## config.mk

```make
export PLATFORM = sky130hd
export DESIGN_NAME = prs_top
export DESIGN_NICKNAME = d
export VERILOG_FILES = /design/src/verilog/prs_pkg.sv /design/src/verilog/prs_top.sv
export SDC_FILE = /design/constraint.sdc
export NUM_CORES = 1
export LEC_CHECK = 0
export BUFFER_PORTS_ARGS = -buffer_cell sky130_fd_sc_hd__buf_2
export CORE_MARGIN = 2
export CORE_UTILIZATION = 30
export DETAILED_ROUTE_END_ITERATION = 10
export PLACE_DENSITY = 0.55
export SETUP_SLACK_MARGIN = 0.4
export SLEW_MARGIN = 25
export SYNTH_ARGS = -nofsm -noshare
export SYNTH_HDL_FRONTEND = slang
export SYNTH_SLANG_ARGS = --single-unit
```

## constraint.sdc

```tcl
create_clock -name i_mclk -period 2.2 [get_ports i_mclk]
set_input_delay 0.44 -clock i_mclk [delete_from_list [all_inputs] [get_ports i_mclk]]
set_output_delay 0.44 -clock i_mclk [all_outputs]
set_load 0.02 [all_outputs]
```

## src/verilog/prs_pkg.sv

```systemverilog
// constants for the payload rate search and loopback control block
// Operation
// - line loopback bit set returns optical receive data to optical transmit
// - host loopback bit set returns host serial input to host output
// - rate search runs only in wrapper mode, after power-up or reset
// - after reset the rate is Ethernet payload with wrapping enabled
// - leaving initialization, check host data against the configured rate
// - Ethernet sync failure switches to SONET/SDH rate and checks again
// - without sync keep alternating rates about every 5 seconds
// - no host signal freezes the search until data returns
// - host data synchronized at any step ends the search
// - during the search laser stays off and not-ready stays asserted
// - rate field always shows the payload rate in use
// - any write to lower register 1 ends the search
// - any write to transport setup register page 3 address 128 ends search
// - writing 0 to search enable bit ends and disables the search
// - no traffic passes unless configured for the received payload rate; here traffic passes once the search ends or is skipped, locked or not
// - falling edge on power-down/reset pin gives a full reset, search restarts
`default_nettype none
package prs_pkg;
  localparam logic [7:0] ADDR_RATE_LB    = 8'h01;  // lower memory, any page
  localparam logic [7:0] ADDR_XPORT_SET  = 8'h80;  // page 3, 128
  localparam logic [7:0] ADDR_SEARCH_CFG = 8'hc0;  // page 3, 192
  localparam logic [7:0] PAGE_XPORT      = 8'h03;
  localparam logic [7:0] UPPER_BASE      = 8'h80;
  localparam int         RATE_MSB        = 7;
  localparam int         RATE_LSB        = 4;
  localparam int         LINE_LB_BIT     = 2;
  localparam int         HOST_LB_BIT     = 1;
  localparam int         SEARCH_EN_BIT   = 2;
  localparam int         WRAP_EN_BIT     = 0;
  localparam logic [3:0] RATE_ETH        = 4'h1;   // 10.3125 Gbps payload
  localparam logic [3:0] RATE_SONET      = 4'h2;   // 9.953 Gbps payload
  localparam logic [7:0] RATE_LB_RESET   = 8'h10;
  localparam logic [7:0] XPORT_RESET     = 8'h01;  // wrapping on
  localparam logic [7:0] SEARCH_RESET    = 8'h04;  // search enabled
  localparam int         CLK_MHZ         = 200;
  localparam int         SWITCH_SEC      = 5;
  localparam longint     SWITCH_CYC      = longint'(SWITCH_SEC) * CLK_MHZ * 1000000;
  localparam int         DATA_W          = 16;
  typedef enum logic [1:0] {PRS_INIT, PRS_SEARCH, PRS_DONE} prs_state_e;
endpackage
`default_nettype wire

```

## src/verilog/prs_top.sv

```systemverilog
// payload rate search, loopback select and management registers
`default_nettype none
module prs_top
  import prs_pkg::*;
#(
  parameter logic [31:0] SWITCH_CYCLES = 32'(SWITCH_CYC)
) (
  input  wire logic              i_mclk,             // 200 MHz clock
  input  wire logic              i_reset_n,          // async reset, active low
  input  wire logic              i_pdown_rst,        // power-down/reset pin, high = stand-by
  input  wire logic              i_tx_disable,       // transmitter disable pin
  input  wire logic              i_host_sig_detect,  // host serial signal present (pin)
  input  wire logic              i_host_sync,        // host data locked to set rate (pin)
  input  wire logic              i_reg_wr,           // register write strobe, same clock
  input  wire logic [7:0]        i_reg_page,         // selected upper page
  input  wire logic [7:0]        i_reg_addr,         // register address
  input  wire logic [7:0]        i_reg_wdata,        // write data
  output logic      [7:0]        o_reg_rdata,        // read data, registered
  input  wire logic [DATA_W-1:0] i_host_rx,          // host-side serial data in
  input  wire logic [DATA_W-1:0] i_optical_rx,       // optical receive data in
  output logic      [DATA_W-1:0] o_host_tx,          // data toward host
  output logic      [DATA_W-1:0] o_optical_tx,       // data toward fiber
  output logic      [3:0]        o_payload_rate,     // rate setting in use
  output logic                   o_laser_en,         // laser enable
  output logic                   o_module_not_ready  // not-ready indication
);

  logic [1:0] pdown_sync;
  logic [1:0] txdis_sync;
  logic [1:0] sig_sync;
  logic [1:0] lock_sync;
  logic       pdown_q;
  logic       soft_rst;
  prs_state_e state;
  logic [31:0] switch_cnt;
  logic [7:0] rate_lb;
  logic [7:0] xport_set;
  logic [7:0] search_cfg;
  logic       wr_rate_lb;
  logic       wr_xport;
  logic       wr_search;
  logic       terminate;
  logic       searching;
  logic       sig_ok;
  logic       locked;
  logic       switch_due;
  logic       toggle_now;

  // pins pass two flops before any logic reads them
  always_ff @(posedge i_mclk or negedge i_reset_n) begin
    if (!i_reset_n) begin
      pdown_sync <= 2'h0;
      txdis_sync <= 2'h0;
      sig_sync   <= 2'h0;
      lock_sync  <= 2'h0;
    end else begin
      pdown_sync <= {pdown_sync[0], i_pdown_rst};
      txdis_sync <= {txdis_sync[0], i_tx_disable};
      sig_sync   <= {sig_sync[0], i_host_sig_detect};
      lock_sync  <= {lock_sync[0], i_host_sync};
    end
  end

  assign sig_ok = sig_sync[1];
  assign locked = lock_sync[1];

  // falling edge reset
  // pdown_q resets low, the pin's idle level, so no false edge follows reset
  always_ff @(posedge i_mclk or negedge i_reset_n) begin
    if (!i_reset_n) begin
      pdown_q  <= 1'b0;
      soft_rst <= 1'b0;
    end else begin
      pdown_q  <= pdown_sync[1];
      soft_rst <= pdown_q & ~pdown_sync[1];
    end
  end

  assign wr_rate_lb = i_reg_wr && (i_reg_addr == ADDR_RATE_LB);
  assign wr_xport   = i_reg_wr && (i_reg_page == PAGE_XPORT) && (i_reg_addr == ADDR_XPORT_SET);
  assign wr_search  = i_reg_wr && (i_reg_page == PAGE_XPORT) && (i_reg_addr == ADDR_SEARCH_CFG);

  assign terminate = wr_rate_lb || wr_xport || (wr_search && !i_reg_wdata[SEARCH_EN_BIT]);

  assign searching  = (state == PRS_SEARCH);
  assign switch_due = (switch_cnt >= SWITCH_CYCLES - 32'h1);

  // a due switch waits until the host signal is back
  assign toggle_now = searching && sig_ok && !locked && switch_due;

  always_ff @(posedge i_mclk or negedge i_reset_n) begin
    if (!i_reset_n) begin
      state <= PRS_INIT;
    end else if (soft_rst) begin
      state <= PRS_INIT;
    end else begin
      unique case (state)
        PRS_INIT: begin
          if (xport_set[WRAP_EN_BIT] && search_cfg[SEARCH_EN_BIT] && !terminate) begin
            state <= PRS_SEARCH;
          end else begin
            state <= PRS_DONE;
          end
        end
        PRS_SEARCH: begin
          if (terminate || (sig_ok && locked)) begin
            state <= PRS_DONE;
          end
        end
        PRS_DONE: begin
          state <= PRS_DONE;
        end
      endcase
    end
  end

  always_ff @(posedge i_mclk or negedge i_reset_n) begin
    if (!i_reset_n) begin
      switch_cnt <= 32'h0;
    end else if (soft_rst || !searching || (switch_due && sig_ok)) begin
      switch_cnt <= 32'h0;
    end else if (sig_ok) begin
      switch_cnt <= switch_cnt + 32'h1;
    end
  end

  always_ff @(posedge i_mclk or negedge i_reset_n) begin
    if (!i_reset_n) begin
      rate_lb <= RATE_LB_RESET;
    end else if (soft_rst) begin
      rate_lb <= RATE_LB_RESET;
    end else if (wr_rate_lb) begin
      rate_lb <= i_reg_wdata;
    end else if (toggle_now) begin
      rate_lb[RATE_MSB:RATE_LSB] <= (rate_lb[RATE_MSB:RATE_LSB] == RATE_ETH) ?
                                    RATE_SONET : RATE_ETH;
    end
  end

  always_ff @(posedge i_mclk or negedge i_reset_n) begin
    if (!i_reset_n) begin
      xport_set  <= XPORT_RESET;
      search_cfg <= SEARCH_RESET;
    end else if (soft_rst) begin
      xport_set  <= XPORT_RESET;
      search_cfg <= SEARCH_RESET;
    end else begin
      if (wr_xport) begin
        xport_set <= i_reg_wdata;
      end
      if (wr_search) begin
        search_cfg <= i_reg_wdata;
      end
    end
  end

  // lower memory ignores the page; unmapped reads return zero
  // read data is registered: it answers the address of the previous cycle
  always_ff @(posedge i_mclk or negedge i_reset_n) begin
    if (!i_reset_n) begin
      o_reg_rdata <= 8'h00;
    end else if (i_reg_addr == ADDR_RATE_LB) begin
      o_reg_rdata <= rate_lb;
    end else if (i_reg_addr >= UPPER_BASE && i_reg_page == PAGE_XPORT &&
                 i_reg_addr == ADDR_XPORT_SET) begin
      o_reg_rdata <= xport_set;
    end else if (i_reg_page == PAGE_XPORT && i_reg_addr == ADDR_SEARCH_CFG) begin
      o_reg_rdata <= search_cfg;
    end else begin
      o_reg_rdata <= 8'h00;
    end
  end

  // data paths; loopback data always passes, other traffic is muted until the search has ended
  always_ff @(posedge i_mclk or negedge i_reset_n) begin
    if (!i_reset_n) begin
      o_optical_tx <= '0;
      o_host_tx    <= '0;
    end else begin
      if (rate_lb[LINE_LB_BIT]) begin
        o_optical_tx <= i_optical_rx;
      end else if (state == PRS_DONE) begin
        o_optical_tx <= i_host_rx;
      end else begin
        o_optical_tx <= '0;
      end
      if (rate_lb[HOST_LB_BIT]) begin
        o_host_tx <= i_host_rx;
      end else if (state == PRS_DONE) begin
        o_host_tx <= i_optical_rx;
      end else begin
        o_host_tx <= '0;
      end
    end
  end

  always_ff @(posedge i_mclk or negedge i_reset_n) begin
    if (!i_reset_n) begin
      o_laser_en         <= 1'b0;
      o_module_not_ready <= 1'b1;
      o_payload_rate     <= RATE_ETH;
    end else begin
      // stand-by turns the laser off at once, before the soft reset follows
      o_laser_en         <= (state == PRS_DONE) && !txdis_sync[1] && !pdown_sync[1];
      o_module_not_ready <= (state != PRS_DONE) || pdown_sync[1];
      o_payload_rate     <= rate_lb[RATE_MSB:RATE_LSB];
    end
  end

endmodule
`default_nettype wire

```

Yosys cells after proc, flatten, opt, wreduce, memory -nomap -nowiden
Cells that the tools add are included.
{"block": "word_totals", "ff_bits": 114, "inputBits": 63}
{"block": "op_classes", "add_sub_neg": 1, "order_cmp": 2, "n_eq_ne": 9, "n_mux": 22, "bitwise": 2, "reduce_logical": 35}
{"op": "2-to-1 mux 16 bit", "count": 4}
{"op": "2-to-1 mux 32 bit", "count": 2}
{"op": "2-to-1 mux 8 bit", "count": 8}
{"op": "adder 32 x 1 -> 32 bit (second input constant)", "count": 1}
{"op": ">= comparator 32 x 30 -> 1 bit (second input constant)", "count": 1}
{"op": "logical AND 1 bit", "count": 17}
{"op": "== test 8 bit (second input constant)", "count": 2}
{"op": "2-to-1 mux 4 bit", "count": 3}
{"op": "== test 8 x 1 -> 1 bit (second input constant)", "count": 1}
{"op": "== test 8 x 2 -> 1 bit (second input constant)", "count": 1}
{"op": ">= comparator 8 bit (second input constant)", "count": 1}
{"op": "2-to-1 mux 2 bit", "count": 4}
{"op": "nonzero test 2 bit", "count": 4}
{"op": "zero test 1 bit", "count": 6}
{"op": "logical OR 1 bit", "count": 6}
{"op": "one-hot mux 2 bit (3 select lines)", "count": 1}
{"op": "== test 4 x 1 -> 1 bit (second input constant)", "count": 1}
{"op": "!= test 3 x 2 -> 1 bit (second input constant)", "count": 1}
{"op": "nonzero test 3 bit", "count": 1}
{"op": "== test 2 x 1 -> 1 bit (second input constant)", "count": 1}
{"op": "== test 2 bit (second input constant)", "count": 1}
{"op": "zero test 2 bit", "count": 1}
{"op": "!= test 2 bit (second input constant)", "count": 1}
{"op": "bitwise AND 1 bit", "count": 1}
{"op": "NOT 1 bit", "count": 1}

Longest topological paths before layout
{"block": "logic_depth", "ltp_word": 10, "mapped_depth": 8}

Worst setup path before layout
No wires, ideal clock.
{"block": "synth_timing", "path_kind": "input port to flip-flop", "from": "input port i_reg_addr[0]", "to": "register search_cfg[2]", "setup_ns": 0.082, "arrival_time_ns": 1.974, "t_required_ns": 2.118, "slack_ns": 0.144, "path_stages": 5, "n_path_buf": 1, "cell_sequence": "nor4_2 -> or4b_1 -> or3_1 -> buf_6 -> a211o_1"}
{"block": "synth_between", "elab_chain_cells": 3}
{"item": "from (decl)", "line_no": "prs_top.sv:16", "text": "input wire logic [7:0] i_reg_addr,"}
{"item": "== test 8 bit", "line_no": "prs_top.sv:81", "text": "assign wr_search = i_reg_wr && (i_reg_page == PAGE_XPORT) && (i_reg_addr == ADDR_SEARCH_CFG);"}
{"item": "logical AND 1 bit", "line_no": "prs_top.sv:81"}
{"item": "nonzero test 2 bit (no source line)"}
{"item": "to (signal assigned)", "line_no": "prs_top.sv:152", "text": "search_cfg <= i_reg_wdata;"}
{"item": "to (decl)", "line_no": "prs_top.sv:38", "text": "logic [7:0] search_cfg;"}
No other way between the ends.
A chain may end at the register's enable or synchronous reset.

Worst setup path after layout
{"block": "layout_timing", "from": "register switch_cnt[17]", "to": "register switch_cnt[27]"}
{"block": "layout_between", "elab_chain_cells": 4, "word_cells_on_any_way": 7}
{"item": "from (decl)", "line_no": "prs_top.sv:35", "text": "logic [31:0] switch_cnt;"}
{"item": "from (signal assigned)", "line_no": "prs_top.sv:123", "text": "switch_cnt <= switch_cnt + 32'h1;"}
{"item": ">= comparator 32 x 30 -> 1 bit", "line_no": "prs_top.sv:86", "text": "assign switch_due = (switch_cnt >= SWITCH_CYCLES - 32'h1);"}
{"item": "logical AND 1 bit", "line_no": "prs_top.sv:120", "text": "end else if (soft_rst || !searching || (switch_due && sig_ok)) begin"}
{"item": "logical OR 1 bit", "line_no": "prs_top.sv:120"}
{"item": "2-to-1 mux 32 bit or nonzero test 2 bit (tied branches)"}
Several ways; a longest one is shown, not always the timed one. The select of a mux whose other input is x is not followed.

==> summary.txt <==
Floorplanning
  • Initial Util: 0.3050
  • IO Pins: 109
  • Core ar.: 0.01652 sq mm
  • DIE AREA: 0.01785 sq mm
  • Die X: 133.6 um
  • # rows: 47
  • DIE HEIGHT: 133.6 um

Pwr
  • Leakage Power: 0.003532 uW
  • Peak supply drop: 0.0005770 V
  • PwrDens: 909.8 mW/mm^2

STA
  • Final Setup Violations: 0
  • Tcrit/Tclk final: 0.8725
  • Actual slew at the worst max-slew pin: 0.6897 ns
  • Clock skew: 0.006816 ns
  • Hold slack final: 0.01847 ns
  • Clock period minus worst slack: 1.919 ns
  • Fin. Hold Viols: 0
  • Final slew viol count: 0
  • Fmax: 0.5210 GHz
  • RSZ-0062 raised after global routing: true
  • Worst slew margin: 0.5381

Worst setup path
  • Arr. time, crit path: 2.21 ns
  • Crit-path max FO: 7
  • CP Cell Sequence: nand2_1, or3_4, buf_4, nor4_4, xnor2_1, nor2_2
  • CP max stage cell: dfrtp_1
  • Startpoint types: register
  • CP peak stage delay: 0.43 ns
  • Worst EP required: 2.49 ns
  • WS Path Type: register to register
  • CP Capture Type: register

Synthesis
  • Ys async rst share: 1.000
  • Top post-synthesis cells by count: dfrtp_1 (109), nand2_1 (71), nor2_1 (56), o21ai_0 (33)
  • Post-Syn Area: 0.005040 sq mm
  • Ranking of synthesized cells by area: dfrtp_1 (54%), nand2_1 (5.3%), mux2i_1 (4.4%)
  • Mean Syn Cell Area: 10.50 sq um
  • Top-count cell post-synth: dfrtp_1
  • Yosys cell types: 48
  • Prevailing post-synth register cell: dfrtp_1
  • Number of synthesized flops with an enable pin: 0
  • Syn_nets: 546
  • Cells after Synth: 480
  • Synth warnings: 0
  • Post-synth top area cell: dfrtp_1
  • Area share of the largest cell type after synthesis: 0.5412
  • #FFs+latches synth: 114
  • Post-synthesis sequential area ratio: 0.5673

Clocking
  • CTS tree: yes
  • Clk root buf: clkbuf_16
  • Clock Sinks: 114
  • Clock-pin slew of the registers on the worst-case setup and hold paths: 0.05 ns
  • CTS Buffer Depth: 2
  • CTS Hold Buffers Added: 0
  • CTS Buf Count: 17
  • Clock Latency Late Sink: 0.41 ns
  • CTS H-tree lvls: 4

GRT
  • Vias in the first global route: 4153
  • Largest net degree at the start of global routing: 43
  • First-pass GRT wire length: 20.77 mm
  • Initial antenna violation count: 0
  • Total gr overflow: 0
  • GRT Total Usage: 0.1483

Finish
  • Area delta synth->final: 46.65%
  • # nets final: 698
  • Layout cells sized above 1: 0.4109
  • Ant diodes: 0
  • Finished Layout Cells: 865

Min path
  • Hold WC Path Type: input port to async pin

Outcome
  • Status: completed

Routing
  • Final wirelength: 13.11 mm
  • Residual DRC count: 0
  • Initial DRC count: 227
  • Routed WL per cell: 15.16 um
  • First-pass detailed-route iteration total: 5
  • Vias per cell: 4.726
  • Routed vias: 4088
  • Post-route ant nets: 0

Placement
  • Inst Count DP: 803
  • PortBufs: 108
  • DPL Wire Length: 8.210 mm
  • GP Congestion: 0.7919

Job
  • MaxCap Viol Count: 0
[flip-flops by register name (all words and copies together), names as in the netlist, 4 cells and up]
name and count:
o_host_tx 16, o_optical_tx 16, o_payload_rate 4, o_reg_rdata 8, rate_lb 8, search_cfg 8, switch_cnt 32, xport_set 8
[report_power, final]
group | leakage, uW | internal [uW] | switching [uW]
Clock | 0.000310 | 2060 | 945
Combinational | 0.00169 | 550 | 807
Sequential | 0.00153 | 2300 | 61.5
[cell type report]
cell class / count / area (sq um)
clock inverter: 10 / 180.2
timing repair buffer: 160 / 1167
clock buffer: 22 / 464.2
fill: 1513 / 9134
inverter: 10 / 37.54
tap: 220 / 275.3
multi-input combinational: 329 / 2404
sequential: 114 / 2863
[per-stage QoR]
step	power [uW]	setup slack (ns)	setup TNS, ns	utilization	instance area (sq um)
3_5_place_dp	3461	-0.008093	-0.02049	0.3612	5968
2_1_floorplan	3009	0.2255	0	-	5107
4_1_cts	6709	0.2371	0	0.4231	6992
5_1_grt	7041	0.1758	0	0.4473	7391
3_3_place_gp	3436	0.02863	0	0.3610	5966
6_report	6724	0.2806	0	0.4473	7391
[cell usage in the layout, fill, tap and decap left out, types with 3 or more instances in the layout]
cell type	count
nand2b_1	4
mux2i_1	22
nor3_4	3
dfrtp_2	3
nor4b_1	3
inv_1	10
nor3_1	4
clkinv_2	3
dfstp_2	5
and3_1	5
nor2_2	12
nor2_4	15
buf_16	3
and4_1	5
bufinv_16	5
dfrtp_1	106
nand3_4	3
nand4_1	6
buf_6	7
o21ai_0	29
clkbuf_1	3
buf_2	107
o21ai_1	4
a22o_1	15
buf_4	32
nor2_1	29
buf_12	9
xnor2_1	20
nand3_1	13
nor4_4	9
xor2_1	4
a21oi_1	9
clkbuf_16	19
nand2_1	70
[timing repair]
action,4_1_cts,5_1_grt
gates cloned,3,2
endpoints found under the hold margin,0,0
setup buffers,14,11
resized for setup,41,62
setup endpoints to repair,35,47
pin swaps,26,29
[worst max-delay path, delay by kind of cell, from the launching register on]
| family | cells | cell delay (ns) |
|---|---|---|
| xor+xnor | 1 | 0.20 |
| buf+inv | 1 | 0.21 |
| flops | 1 | 0.43 |
| simple gates | 4 | 0.97 |
[per-layer routing]
metal	up-vias	track usage	share of wire
met1	2005	0.1836	0.44
met3	11	0.04985	0.050
met5	-	0	0
li1	1970	-	-
met2	102	0.2388	0.50
met4	0	0.05969	0.0090
[path summary, 6_finish.rpt]
check | start | end | slack (ns) | cells past startpoint
max | switch_cnt[17]$_DFFE_PN0P_ | switch_cnt[27]$_DFFE_PN0P_ | 0.28 | 6
min | i_reset_n | o_laser_en$_DFF_PN0_ | 0.02 | 1
max reg2reg | switch_cnt[17]$_DFFE_PN0P_ | switch_cnt[27]$_DFFE_PN0P_ | 0.28 | 6
min reg2reg | sig_sync[0]$_DFF_PN0_ | sig_sync[1]$_DFF_PN0_ | 0.35 | 0
max in group asynchronous | i_reset_n | rate_lb[4]$_DFFE_PN1P_ | 1.55 | 2
min in group i_mclk | i_host_sig_detect | sig_sync[0]$_DFF_PN0_ | 0.13 | 1
[cell families after synthesis]
kind of cell / share of synthesized area
buffers and inverters: 0.03649
DFF: 0.5673
muxes: 0.04369
and+or+nand+nor: 0.2103
adders and majority gates: 0.007449
xor gates and xnor gates: 0.04518
AOI/OAI and AO/OA: 0.08963
(Power assumes the default switching activity.)
